**src/pkg/isw_pkg.sv**
```systemverilog
package isw_pkg;
  localparam int PC_W = 13;
  localparam int DATA_W = 8;
  localparam logic [PC_W-1:0] VECTOR_PC = 13'h0004;
  // Register indices on the plain register port
  localparam logic [3:0] CTRL_OFS = 4'h0;
  localparam logic [3:0] EDGE_OFS = 4'h1;
  localparam logic [3:0] STAT_OFS = 4'h2;
  // Control, edge select and status register bit positions
  localparam int GLB_EN_BIT = 7;
  localparam int PER_EN_BIT = 6;
  localparam int TMR_EN_BIT = 5;
  localparam int PIN_EN_BIT = 4;
  localparam int PORT_EN_BIT = 3;
  localparam int TMR_FLAG_BIT = 2;
  localparam int PIN_FLAG_BIT = 1;
  localparam int PORT_FLAG_BIT = 0;
  localparam int EDGE_SEL_BIT = 0;
  localparam int STAT_BUSY_BIT = 0;
  localparam int STAT_SLEEP_BIT = 1;
  localparam int STAT_WAKE_BIT = 2;
  // Full width so bit 7 has a defined reset value
  localparam logic [7:0] CTRL_RESET = 8'h00;
  localparam logic EDGE_SEL_RESET = 1'b1;
  localparam int SYNC_STAGES = 2;
  localparam int LATENCY_SYNC = 3;

  typedef enum logic [1:0] {
    SEQ_IDLE,
    SEQ_PUSH,
    SEQ_LOAD,
    SEQ_WAKE_STEP
  } isw_seq_e;

  typedef struct packed {
    logic flush;
    logic push;
    logic load;
    logic [PC_W-1:0] pc;
  } isw_vec_s;
endpackage : isw_pkg

```
**src/verilog/isw_irq_ctrl.sv**
```systemverilog
// The address map and the strobed register port are this design's own decisions.
`timescale 1ns/1ps
// Notes on behaviour
// - Only clockless sources wake from sleep
// - Wake vectors if global enable, else continues
// - Post-sleep instruction runs before any vectoring
// - External pin interrupt is edge triggered
// - Edge select: set rising, clear falling
// - Valid pin edge sets external pin flag
// - Flag with both enables redirects to vector
// - Clearing pin enable blocks pin interrupt
// - Only return PC is pushed
// - Vector address is fixed at 0004h
// - Upper PC latch is never touched
// - Control register bit layout, bit 7 down
// - Global enable gates every interrupt
// - Peripheral enable gates peripheral sources
// - Timer flag sticks until software clears
// - Accept: flush, clear global, push, load
// - Flags set regardless of any enables
// - Return instruction pops PC, sets global enable
// - Synchronous event to vector in three cycles
module isw_irq_ctrl #(
  parameter int ADDR_W = 4
) (
  input wire logic clock_i,
  input wire logic rst_n_i,
  input wire logic [ADDR_W-1:0] reg_addr_i,
  input wire logic [isw_pkg::DATA_W-1:0] reg_wdata_i,
  input wire logic reg_wr_i,
  input wire logic reg_rd_i,
  output logic [isw_pkg::DATA_W-1:0] reg_rdata_o,
  input wire logic ext_pin_i,
  input wire logic timer_overflow_i,
  input wire logic port_change_i,
  input wire logic periph_irq_i,
  input wire logic periph_wake_i,
  input wire logic sleep_i,
  input wire logic return_from_irq_instr_i,
  input wire logic [isw_pkg::PC_W-1:0] pc_i,
  output isw_pkg::isw_vec_s vec_o,
  output logic wake_o
);
  logic global_irq_enable_q;
  logic peripheral_irq_enable_q;
  logic timer_overflow_irq_enable_q;
  logic ext_pin_irq_enable_q;
  logic port_change_irq_enable_q;
  logic timer_overflow_flag_q;
  logic ext_pin_irq_flag_q;
  logic port_change_flag_q;
  logic ext_edge_select_q;
  logic [isw_pkg::DATA_W-1:0] rdata_q;
  logic [isw_pkg::DATA_W-1:0] ctrl_view;
  logic [isw_pkg::DATA_W-1:0] stat_view;
  logic ctrl_wr;
  logic edge_wr;
  logic ext_edge;
  logic pending;
  logic wake_req;
  logic busy;

  initial begin
    if (ADDR_W < 2) begin
      $error("isw_irq_ctrl needs ADDR_W of at least 2");
    end
  end

  assign ctrl_wr = reg_wr_i && (reg_addr_i == ADDR_W'(isw_pkg::CTRL_OFS));
  assign edge_wr = reg_wr_i && (reg_addr_i == ADDR_W'(isw_pkg::EDGE_OFS));

  isw_pin_edge #(
    .STAGES(isw_pkg::SYNC_STAGES)
  ) u_pin_edge (
    .clock_i(clock_i),
    .rst_n_i(rst_n_i),
    .pin_i(ext_pin_i),
    .rise_sel_i(ext_edge_select_q),
    .edge_o(ext_edge)
  );

  // Enables: plain software bits, reset clear
  always_ff @(posedge clock_i or negedge rst_n_i) begin
    if (!rst_n_i) begin
      peripheral_irq_enable_q <= isw_pkg::CTRL_RESET[isw_pkg::PER_EN_BIT];
      timer_overflow_irq_enable_q <= isw_pkg::CTRL_RESET[isw_pkg::TMR_EN_BIT];
      ext_pin_irq_enable_q <= isw_pkg::CTRL_RESET[isw_pkg::PIN_EN_BIT];
      port_change_irq_enable_q <= isw_pkg::CTRL_RESET[isw_pkg::PORT_EN_BIT];
    end else if (ctrl_wr) begin
      peripheral_irq_enable_q <= reg_wdata_i[isw_pkg::PER_EN_BIT];
      timer_overflow_irq_enable_q <= reg_wdata_i[isw_pkg::TMR_EN_BIT];
      ext_pin_irq_enable_q <= reg_wdata_i[isw_pkg::PIN_EN_BIT];
      port_change_irq_enable_q <= reg_wdata_i[isw_pkg::PORT_EN_BIT];
    end
  end

  // Hardware clear on accept beats set; set by return beats software
  always_ff @(posedge clock_i or negedge rst_n_i) begin
    if (!rst_n_i) begin
      global_irq_enable_q <= isw_pkg::CTRL_RESET[isw_pkg::GLB_EN_BIT];
    end else if (vec_o.flush) begin
      global_irq_enable_q <= 1'b0;
    end else if (return_from_irq_instr_i) begin
      global_irq_enable_q <= 1'b1;
    end else if (ctrl_wr) begin
      global_irq_enable_q <= reg_wdata_i[isw_pkg::GLB_EN_BIT];
    end
  end

  // Flags: event wins over a software clear in the same cycle
  always_ff @(posedge clock_i or negedge rst_n_i) begin
    if (!rst_n_i) begin
      timer_overflow_flag_q <= isw_pkg::CTRL_RESET[isw_pkg::TMR_FLAG_BIT];
    end else if (timer_overflow_i) begin
      timer_overflow_flag_q <= 1'b1;
    end else if (ctrl_wr) begin
      timer_overflow_flag_q <= reg_wdata_i[isw_pkg::TMR_FLAG_BIT];
    end
  end

  always_ff @(posedge clock_i or negedge rst_n_i) begin
    if (!rst_n_i) begin
      ext_pin_irq_flag_q <= isw_pkg::CTRL_RESET[isw_pkg::PIN_FLAG_BIT];
    end else if (ext_edge) begin
      ext_pin_irq_flag_q <= 1'b1;
    end else if (ctrl_wr) begin
      ext_pin_irq_flag_q <= reg_wdata_i[isw_pkg::PIN_FLAG_BIT];
    end
  end

  // Left without reset: its value after reset is undefined
  always_ff @(posedge clock_i) begin
    if (port_change_i) begin
      port_change_flag_q <= 1'b1;
    end else if (ctrl_wr) begin
      port_change_flag_q <= reg_wdata_i[isw_pkg::PORT_FLAG_BIT];
    end
  end

  always_ff @(posedge clock_i or negedge rst_n_i) begin
    if (!rst_n_i) begin
      ext_edge_select_q <= isw_pkg::EDGE_SEL_RESET;
    end else if (edge_wr) begin
      ext_edge_select_q <= reg_wdata_i[isw_pkg::EDGE_SEL_BIT];
    end
  end

  // Per-source masks, then peripheral gate, then global gate
  assign pending = global_irq_enable_q & (
      (ext_pin_irq_enable_q & ext_pin_irq_flag_q) |
      (timer_overflow_irq_enable_q & timer_overflow_flag_q) |
      (port_change_irq_enable_q & port_change_flag_q) |
      (peripheral_irq_enable_q & periph_irq_i));

  // Timer stops in sleep, so it cannot wake; global enable not needed
  assign wake_req = (ext_pin_irq_enable_q & ext_pin_irq_flag_q) |
      (port_change_irq_enable_q & port_change_flag_q) |
      (peripheral_irq_enable_q & periph_wake_i);

  // Only the PC path is driven; upper PC latch has no port here
  isw_vec_seq u_vec_seq (
    .clock_i(clock_i),
    .rst_n_i(rst_n_i),
    .pending_i(pending),
    .wake_req_i(wake_req),
    .sleep_i(sleep_i),
    .pc_i(pc_i),
    .vec_o(vec_o),
    .wake_o(wake_o),
    .busy_o(busy)
  );

  always_comb begin
    ctrl_view = '0;
    ctrl_view[isw_pkg::GLB_EN_BIT] = global_irq_enable_q;
    ctrl_view[isw_pkg::PER_EN_BIT] = peripheral_irq_enable_q;
    ctrl_view[isw_pkg::TMR_EN_BIT] = timer_overflow_irq_enable_q;
    ctrl_view[isw_pkg::PIN_EN_BIT] = ext_pin_irq_enable_q;
    ctrl_view[isw_pkg::PORT_EN_BIT] = port_change_irq_enable_q;
    ctrl_view[isw_pkg::TMR_FLAG_BIT] = timer_overflow_flag_q;
    ctrl_view[isw_pkg::PIN_FLAG_BIT] = ext_pin_irq_flag_q;
    ctrl_view[isw_pkg::PORT_FLAG_BIT] = port_change_flag_q;
  end

  always_comb begin
    stat_view = '0;
    stat_view[isw_pkg::STAT_BUSY_BIT] = busy;
    stat_view[isw_pkg::STAT_SLEEP_BIT] = sleep_i;
    stat_view[isw_pkg::STAT_WAKE_BIT] = wake_req;
  end

  // Unmapped reads return zero
  always_ff @(posedge clock_i or negedge rst_n_i) begin
    if (!rst_n_i) begin
      rdata_q <= '0;
    end else if (!reg_rd_i) begin
      rdata_q <= '0;
    end else if (reg_addr_i == ADDR_W'(isw_pkg::CTRL_OFS)) begin
      rdata_q <= ctrl_view;
    end else if (reg_addr_i == ADDR_W'(isw_pkg::EDGE_OFS)) begin
      rdata_q <= {{(isw_pkg::DATA_W-1){1'b0}}, ext_edge_select_q};
    end else if (reg_addr_i == ADDR_W'(isw_pkg::STAT_OFS)) begin
      rdata_q <= stat_view;
    end else begin
      rdata_q <= '0;
    end
  end

  assign reg_rdata_o = rdata_q;

  ext_flag_set_a: assert property (@(posedge clock_i) disable iff (!rst_n_i)
    ext_edge |=> ext_pin_irq_flag_q)
    else $error("pin edge did not set flag");
  flag_any_enable_a: assert property (@(posedge clock_i)
    disable iff (!rst_n_i)
    (timer_overflow_i && !timer_overflow_irq_enable_q &&
     !global_irq_enable_q) |=> timer_overflow_flag_q)
    else $error("flag not set with enables clear");
  timer_flag_hold_a: assert property (@(posedge clock_i)
    disable iff (!rst_n_i)
    (timer_overflow_flag_q && !ctrl_wr) |=> timer_overflow_flag_q)
    else $error("timer flag cleared by hardware");
  accept_order_a: assert property (@(posedge clock_i) disable iff (!rst_n_i)
    vec_o.flush |=> (vec_o.push && !global_irq_enable_q &&
                     vec_o.pc == $past(pc_i)) ##1 vec_o.load)
    else $error("accept sequence out of order");
  vector_addr_a: assert property (@(posedge clock_i) disable iff (!rst_n_i)
    vec_o.load |-> vec_o.pc == isw_pkg::VECTOR_PC)
    else $error("vector address wrong");
  global_block_a: assert property (@(posedge clock_i) disable iff (!rst_n_i)
    !global_irq_enable_q |-> !vec_o.flush)
    else $error("vectoring with global enable clear");
  pin_vector_a: assert property (@(posedge clock_i) disable iff (!rst_n_i)
    (global_irq_enable_q && ext_pin_irq_enable_q && ext_pin_irq_flag_q &&
     !busy && !sleep_i) |-> vec_o.flush)
    else $error("enabled pin flag not taken");
  pin_disable_a: assert property (@(posedge clock_i) disable iff (!rst_n_i)
    (vec_o.flush && !ext_pin_irq_enable_q) |->
      (timer_overflow_irq_enable_q || port_change_irq_enable_q ||
       peripheral_irq_enable_q))
    else $error("pin taken with its enable clear");
  periph_gate_a: assert property (@(posedge clock_i) disable iff (!rst_n_i)
    (vec_o.flush && !peripheral_irq_enable_q) |->
      (ext_pin_irq_enable_q || timer_overflow_irq_enable_q ||
       port_change_irq_enable_q))
    else $error("peripheral taken with gate clear");
  return_set_a: assert property (@(posedge clock_i) disable iff (!rst_n_i)
    (return_from_irq_instr_i && !vec_o.flush) |=>
      global_irq_enable_q)
    else $error("return did not restore global enable");
  timer_latency_a: assert property (@(posedge clock_i)
    disable iff (!rst_n_i)
    (timer_overflow_i && global_irq_enable_q && timer_overflow_irq_enable_q
     && !busy && !sleep_i && !pending) ##1 (!busy && !sleep_i)
    |=> ##1 vec_o.load)
    else $error("synchronous latency not three cycles");
  wake_source_a: assert property (@(posedge clock_i) disable iff (!rst_n_i)
    (sleep_i && timer_overflow_flag_q && timer_overflow_irq_enable_q &&
     !(ext_pin_irq_enable_q && ext_pin_irq_flag_q) &&
     !(port_change_irq_enable_q && port_change_flag_q) &&
     !(peripheral_irq_enable_q && periph_wake_i)) |-> !wake_o)
    else $error("wake from a clocked source");
  wake_step_a: assert property (@(posedge clock_i) disable iff (!rst_n_i)
    wake_o |=> !vec_o.flush)
    else $error("vectored before post-sleep step");
endmodule : isw_irq_ctrl

```
**src/verilog/isw_pin_edge.sv**
```systemverilog
`timescale 1ns/1ps
module isw_pin_edge #(
  parameter int STAGES = isw_pkg::SYNC_STAGES
) (
  input wire logic clock_i,
  input wire logic rst_n_i,
  input wire logic pin_i,
  input wire logic rise_sel_i,
  output logic edge_o
);
  logic [STAGES-1:0] sync_q;
  logic prev_q;

  initial begin
    if (STAGES < 2) begin
      $error("isw_pin_edge needs at least two stages");
    end
  end

  // Pin is asynchronous; only the last stage feeds logic
  always_ff @(posedge clock_i or negedge rst_n_i) begin
    if (!rst_n_i) begin
      sync_q <= '0;
    end else begin
      sync_q <= {sync_q[STAGES-2:0], pin_i};
    end
  end

  always_ff @(posedge clock_i or negedge rst_n_i) begin
    if (!rst_n_i) begin
      prev_q <= 1'b0;
    end else begin
      prev_q <= sync_q[STAGES-1];
    end
  end

  // Edge, not level: one pulse per transition of the selected polarity
  assign edge_o = rise_sel_i ? (sync_q[STAGES-1] & ~prev_q)
                             : (~sync_q[STAGES-1] & prev_q);

  rise_edge_a: assert property (@(posedge clock_i) disable iff (!rst_n_i)
    (rise_sel_i && sync_q[STAGES-1] && !prev_q) |-> edge_o)
    else $error("rising edge missed");
  fall_edge_a: assert property (@(posedge clock_i) disable iff (!rst_n_i)
    (!rise_sel_i && !sync_q[STAGES-1] && prev_q) |-> edge_o)
    else $error("falling edge missed");
  level_quiet_a: assert property (@(posedge clock_i) disable iff (!rst_n_i)
    (sync_q[STAGES-1] == prev_q) |-> !edge_o)
    else $error("edge pulse on a steady level");
endmodule : isw_pin_edge

```
**src/verilog/isw_vec_seq.sv**
```systemverilog
`timescale 1ns/1ps
module isw_vec_seq (
  input wire logic clock_i,
  input wire logic rst_n_i,
  input wire logic pending_i,
  input wire logic wake_req_i,
  input wire logic sleep_i,
  input wire logic [isw_pkg::PC_W-1:0] pc_i,
  output isw_pkg::isw_vec_s vec_o,
  output logic wake_o,
  output logic busy_o
);
  isw_pkg::isw_seq_e state_q;
  isw_pkg::isw_seq_e state_d;
  logic [isw_pkg::PC_W-1:0] pc_q;
  logic flush;

  // No vectoring while asleep or during the post-sleep step
  assign wake_o = (state_q == isw_pkg::SEQ_IDLE) & sleep_i & wake_req_i;
  assign flush = (state_q == isw_pkg::SEQ_IDLE) & ~sleep_i & pending_i;
  assign busy_o = (state_q != isw_pkg::SEQ_IDLE);

  always_comb begin
    state_d = state_q;
    case (state_q)
      isw_pkg::SEQ_IDLE: begin
        if (wake_o) begin
          state_d = isw_pkg::SEQ_WAKE_STEP;
        end else if (flush) begin
          state_d = isw_pkg::SEQ_PUSH;
        end
      end
      isw_pkg::SEQ_PUSH: state_d = isw_pkg::SEQ_LOAD;
      isw_pkg::SEQ_LOAD: state_d = isw_pkg::SEQ_IDLE;
      isw_pkg::SEQ_WAKE_STEP: state_d = isw_pkg::SEQ_IDLE;
      default: state_d = isw_pkg::SEQ_IDLE;
    endcase
  end

  always_ff @(posedge clock_i or negedge rst_n_i) begin
    if (!rst_n_i) begin
      state_q <= isw_pkg::SEQ_IDLE;
    end else begin
      state_q <= state_d;
    end
  end

  // Return PC shown with push, fixed vector shown with load
  always_ff @(posedge clock_i or negedge rst_n_i) begin
    if (!rst_n_i) begin
      pc_q <= '0;
    end else if (flush) begin
      pc_q <= pc_i;
    end else if (state_q == isw_pkg::SEQ_PUSH) begin
      pc_q <= isw_pkg::VECTOR_PC;
    end
  end

  assign vec_o.flush = flush;
  assign vec_o.push = (state_q == isw_pkg::SEQ_PUSH);
  assign vec_o.load = (state_q == isw_pkg::SEQ_LOAD);
  assign vec_o.pc = pc_q;
endmodule : isw_vec_seq

```
**config.mk**
```make
export PLATFORM = sky130hd
export DESIGN_NAME = isw_irq_ctrl
export DESIGN_NICKNAME = d
export VERILOG_FILES = /design/src/pkg/isw_pkg.sv /design/src/verilog/isw_irq_ctrl.sv /design/src/verilog/isw_pin_edge.sv /design/src/verilog/isw_vec_seq.sv
export SDC_FILE = /design/constraint.sdc
export NUM_CORES = 1
export LEC_CHECK = 0
export BUFFER_PORTS_ARGS = -buffer_cell sky130_fd_sc_hd__buf_2
export CORE_MARGIN = 5
export CORE_UTILIZATION = 47
export DETAILED_ROUTE_END_ITERATION = 7
export PLACE_DENSITY = 0.78
export SYNTH_ARGS = -nofsm -noshare
export SYNTH_HDL_FRONTEND = slang
export SYNTH_SLANG_ARGS = --single-unit
```
**constraint.sdc**
```tcl
create_clock -name clock_i -period 1.95 [get_ports clock_i]
set_input_delay 0 -clock clock_i [delete_from_list [all_inputs] [get_ports clock_i]]
set_output_delay 0 -clock clock_i [all_outputs]
set_load 0.005 [all_outputs]
```
## Word-level counts from Yosys, hierarchy flattened

Index checks and enable logic that the tools add are counted.
Widths: inputs -> output; s select.

| word-level totals | value |
|---|---|
| register bits | 35 |
| word-level logic and storage cells | 67 |

| cells by class | value |
|---|---|
| reductions and logical operators | 10 |
| bitwise operators | 20 |
| equal/unequal tests | 6 |
| muxes and demuxes | 17 |

Operators by type and width:

| cell | count |
|---|---|
| $mux 13 | 2 |
| $mux 8 | 2 |
| $and 1x1->1 | 12 |
| $mux 1 | 8 |
| $reduce_bool 2->1 | 4 |
| $mux 3 | 2 |
| $pmux 2 s3 | 1 |
| $or 1x1->1 | 5 |
| $eq 2x2->1 const B | 2 |
| $eq 4x1->1 const B | 1 |
| $eq 4x2->1 const B | 1 |
| $logic_not 4->1 | 1 |
| $mux 2 | 2 |
| $ne 3x2->1 const B | 1 |
| $not 1->1 | 3 |
| $reduce_bool 3->1 | 1 |
| $eq 2x1->1 const B | 1 |
| $logic_and 1x1->1 | 2 |
| $logic_not 2->1 | 1 |
| $reduce_or 2->1 | 1 |

## Longest topological paths before layout

| depth | value |
|---|---|
| depth after elaboration | 9 |
| depth in mapped cells | 5 |

## Modules after synthesis

A second synthesis with hierarchy kept.

| unflattened totals | value |
|---|---|
| cells, all modules | 142 |
| area, all modules | 1569.0 um^2 |

Modules (own cells, without submodules):

| module | area each (um^2) | seq. area each (um^2) | instances | cells an instance |
|---|---|---|---|---|
| isw_irq_ctrl | 735.7 | 421.7 | 1 | 63 |
| isw_vec_seq | 735.7 | 375.4 | 1 | 73 |
| isw_pin_edge | 97.6 | 75.1 | 1 | 6 |

## Least setup slack after synthesis

OpenSTA, ideal clock, no wires.

| path | value |
|---|---|
| path type | flip-flop to flip-flop |
| start | reg port_change_irq_enable_q |
| end | reg u_vec_seq.pc_q[2] in the netlist's numbering |
| arrival time | 1.287 ns |
| data required time | 1.825 ns |
| path slack | 0.538 ns |
| stages on the path, launching flop included | 4 |
| clock period less this slack | 1.412 ns |
| cell sequence | dfrtp_1 -> a22o_1 -> o211ai_4 -> mux2_2 |

| between the ends | value |
|---|---|
| word-level cells in the longest chain between the ends | 6 |
| elaborated cells between the ends (all ways) | 7 |
| those cells by class | mux: 1; bitwise: 5; reduce/logical: 1 |

RTL lines:

| what | RTL line | RTL |
|---|---|---|
| start: declaration | isw_irq_ctrl.sv:48 | `logic port_change_irq_enable_q;` |
| start signal: assignment | isw_irq_ctrl.sv:88 | `port_change_irq_enable_q <= isw_pkg::CTRL_RESET[isw_pkg::PORT_EN_BIT];` |
| start signal: assignment | isw_irq_ctrl.sv:93 | `port_change_irq_enable_q <= reg_wdata_i[isw_pkg::PORT_EN_BIT];` |
| $and 1x1->1 (*) | isw_irq_ctrl.sv:152 | `(port_change_irq_enable_q & port_change_flag_q) \|` |
| $or 1x1->1 (*) | isw_irq_ctrl.sv:151 | `(timer_overflow_irq_enable_q & timer_overflow_flag_q) \|` |
| $or 1x1->1 (*) | isw_irq_ctrl.sv:152 |  |
| $and 1x1->1 (*) | isw_irq_ctrl.sv:149 | `assign pending = global_irq_enable_q & (` |
| $and 1x1->1 (*) | isw_vec_seq.sv:20 | `assign flush = (state_q == isw_pkg::SEQ_IDLE) & ~sleep_i & pending_i;` |
| $mux 13 / $reduce_bool 2->1 (equally long branches) | -- |  |
| end signal: assignment | isw_vec_seq.sv:53 | `pc_q <= pc_i;` |
| end signal: assignment | isw_vec_seq.sv:55 | `pc_q <= isw_pkg::VECTOR_PC;` |
| end: declaration | isw_vec_seq.sv:15 | `logic [isw_pkg::PC_W-1:0] pc_q;` |

Mark *: on every way between the ends. The rest lies on a longest branch, timed or not.
A chain may end at the register's enable or synchronous reset.

## Worst setup path after layout

| path | value |
|---|---|
| start | reg u_vec_seq.state_q[0] |
| end | reg rdata_q (netlist bit reg_rdata_o[0]) |

| between the ends | value |
|---|---|
| word-level cells in the longest chain between the ends | 5 |

RTL lines:

| what | RTL line | RTL |
|---|---|---|
| start: declaration | isw_vec_seq.sv:13 | `isw_pkg::isw_seq_e state_q;` |
| start signal: assignment | isw_vec_seq.sv:42 | `state_q <= isw_pkg::SEQ_IDLE;` |
| start signal: assignment | isw_vec_seq.sv:44 | `state_q <= state_d;` |
| $reduce_bool 2->1 | isw_vec_seq.sv:21 | `assign busy_o = (state_q != isw_pkg::SEQ_IDLE);` |
| $mux 3 | isw_irq_ctrl.sv:202 | `end else if (reg_addr_i == ADDR_W'(isw_pkg::STAT_OFS)) begin` |
| $mux 3 | isw_irq_ctrl.sv:200 | `end else if (reg_addr_i == ADDR_W'(isw_pkg::EDGE_OFS)) begin` |
| $mux 8 | isw_irq_ctrl.sv:198 | `end else if (reg_addr_i == ADDR_W'(isw_pkg::CTRL_OFS)) begin` |
| $mux 8 | isw_irq_ctrl.sv:196 | `end else if (!reg_rd_i) begin` |
| end signal: assignment | isw_irq_ctrl.sv:199 | `rdata_q <= ctrl_view;` |
| end signal: assignment | isw_irq_ctrl.sv:201 | `rdata_q <= {{(isw_pkg::DATA_W-1){1'b0}}, ext_edge_select_q};` |
| end signal: assignment | isw_irq_ctrl.sv:203 | `rdata_q <= stat_view;` |
| end: declaration | isw_irq_ctrl.sv:53 | `logic [isw_pkg::DATA_W-1:0] rdata_q;` |

No other way between the ends.

==> metrics.md <==
| Metric | Value |
|---|---|
| Status | `completed` |
| Mean Syn Cell Area | `12.0 um^2` |
| Worst r2r src | `u_vec_seq.state_q[0]` |
| Minimum clock period | `1.85 ns` |
| Initial antenna violation count | `0` |
| Total power | `2.20 mW` |
| Worst setup path endpoint | `reg_rdata_o[0]` |
| Period utilization | `0.948` |
| Yosys warns | `0` |
| Worst-Margin Slew | `0.726 ns` |
| Commonest cells after routing, fill and taps aside | `60 x buf_2, 33 x dfrtp_1, 31 x dlygate4sd3_1` |
| Fraction of layout instances using a drive strength above 1 | `0.367` |
| Largest net degree at the start of global routing | `35` |
| Post-route setup TNS | `0 ns` |
| Placement Setup Slack | `0.390 ns` |
| Reg2reg path depth | `4` |
| Filler cells | `235` |
| DP HPWL | `2500 um` |
| CTS resizes | `0` |
| CTS Sinks | `35` |
| Final WS setup | `0.101 ns` |
| Final Util | `0.729` |
| Post-synth EDFFs | `0` |
| Wirelength, routed | `3690 um` |
| DRT antenna net count | `0` |
| Synth Flop Type | `dfrtp_1` |
| GRT overflow | `0` |
| FF-to-FF setup slack | `0.10 ns` |
| Worst Setup SP | `u_vec_seq.state_q[0]` |
| Most common cell after layout, fill and taps aside | `buf_2` |
| CTS clk-pin slew, worst paths | `0.10 ns` |
| Initial DRT Pass Iterations | `4` |
| H-tree level count | `2` |
| Via count | `1277` |
| Register area share after synthesis | `0.563` |
| Skew-Pair Late Insertion Delay | `0.33 ns` |
| Die Y | `67.4 um` |
| Area Overhead vs Synth | `46.2%` |
| GP Congestion | `0.837` |
| Post-layout net count | `261` |
| Clk_skew | `0.00277 ns` |
| Reg2reg end | `reg_rdata_o[0]` |
| CTS tree | `built` |
| Worst EP arrival | `2.13 ns` |
| Die width | `67.4 um` |
| Drt drc | `0` |
| Initial Utilization | `0.499` |
| Synth Register Bits | `35` |
| Vias per std cell | `4.73` |
| Hold WC Path Type | `input port to flip-flop` |
| Clock tree buffer depth | `2` |
| Worst-path fanout max | `5` |
| RSZ-0062 raised after global routing | `false` |
| IO Pins | `61` |
| Antenna Cells | `0` |
| First-pass GRT wire length | `6130 um` |
| Max VDD drop | `0.495 mV` |
| Leak pwr | `1.26 nW` |
| Die area | `4540 um^2` |
| Crit path required time | `2.23 ns` |
| Relative slew slack | `0.516` |
| Async SR Flop Fraction | `0.971` |
| Core area | `3100 um^2` |
| Port bufs | `60` |
| Syn nets | `165` |
| Max Slew Vio Count | `0` |
| Cell area after synthesis | `1550 um^2` |
| Synth unique cells | `34` |
| Worst hold stages | `3` |
| Max-cap check violation count | `0` |
| GRT Total Usage | `0.184` |
| Number of global-route vias before repair | `1343` |
| Achievable frequency | `541 MHz` |
| Setup crit end kind | `flip-flop` |
| DRT iter0 DRCs | `52` |
| Setup violations, final | `0` |
| Final Hold Vio Count | `0` |
| Power Dens Cells | `974 nW/um^2` |
| CTS Buf Count | `5` |
| Num rows | `20` |
| DR WL/cell | `13.7 um` |
| Root buf cell | `clkbuf_4` |
| Startpoint types | `flip-flop` |
| Critical path class | `flip-flop to flip-flop` |
| Synthesized instance count | `129` |
-- worst max-delay path, cell delays in order (launching register included) --
cell	delay (ns)
dfrtp_1	0.41
nor2_1	0.12
a2111o_1	0.41
a221oi_1	0.28
dlygate4sd3_1	0.58
-- layout make-up --
type | count | area, um^2 | area share
Sequential cell | 35 | 872 | 0.385
Clock buffer | 8 | 68.8 | 0.0304
Timing Repair Buffer | 93 | 626 | 0.276
Tap cell | 44 | 55.1 | 0.0243
Multi-Input combinational cell | 73 | 578 | 0.255
Inverter | 17 | 63.8 | 0.0282
-- state kept, by name, indices dropped and copies added, names as in the netlist --
signal / flops
ext_edge_select_q: 1
ext_pin_irq_enable_q: 1
ext_pin_irq_flag_q: 1
global_irq_enable_q: 1
peripheral_irq_enable_q: 1
port_change_flag_q: 1
port_change_irq_enable_q: 1
reg_rdata_o: 8
timer_overflow_flag_q: 1
timer_overflow_irq_enable_q: 1
u_pin_edge.prev_q: 1
u_pin_edge.sync_q: 2
u_vec_seq.pc_q: 13
u_vec_seq.state_q: 2
-- metrics by stage --
stage / hold WS [ns] / cell area [um^2] / instances
6_report: 0.0501 / 2260 / 270
5_1_grt: 0.0452 / 2260 / 270
4_1_cts: 0.0301 / 2260 / 269
3_5_place_dp: 0.100 / 1880 / 230
3_3_place_gp: 0.0925 / 1880 / 230
2_1_floorplan: -0.296 / 1550 / 129
-- cells in the mapped netlist (2+ instances only) --
master / instances / share of area
buf_6: 2 / 0.015
and3_2: 3 / 0.015
nor2b_1: 2 / 0.0081
nand2_1: 15 / 0.036
dfrtp_1: 33 / 0.53
mux2_4: 4 / 0.039
inv_1: 17 / 0.041
nand2b_1: 4 / 0.016
mux2_2: 2 / 0.015
a22o_1: 2 / 0.011
mux2i_1: 13 / 0.084
a211o_1: 3 / 0.017
nor2_1: 4 / 0.0097
and2_1: 5 / 0.020
-- layer usage --
| layer | GRT usage | part of all wire |
|---|---|---|
| met5 | 0 | 0 |
| met4 | 0.0759 | 0.023 |
| met3 | 0.0632 | 0.083 |
| met2 | 0.324 | 0.49 |
| met1 | 0.202 | 0.40 |
-- logic make-up after synthesis --
logic type      count (synthesis)  synth area share
simple gates                   38             0.141
compound gates                 16            0.0946
mux                            19             0.137
flops                          35             0.563
buf+inv                        21            0.0631
-- worst min path at each step --
stage / endpoint / slack [ns] / startpoint
after floorplan: ext_pin_irq_enable_q / -0.30 / rst_n_i
after global placement: u_vec_seq.pc_q[6] / 0.09 / rst_n_i
after detailed placement: u_vec_seq.pc_q[5] / 0.10 / rst_n_i
after CTS: reg_rdata_o[2] / 0.03 / reg_addr_i[0]
after global routing: ext_edge_select_q / 0.05 / reg_wr_i
final: reg_rdata_o[2] / 0.05 / reg_addr_i[0]
-- power breakdown --
part / internal (mW) / switching, mW / total (mW)
Combinational: 0.407 / 0.351 / 0.758
Clock: 0.212 / 0.226 / 0.438
Sequential: 0.900 / 0.108 / 1.01
-- what timing repair did --
item,in CTS,in global routing
setup buffers,0,1
setup endpoints to repair,0,1
endpoints found under the hold margin,60,0
hold buffers,31,0
Power figures use the tool's default switching activity.
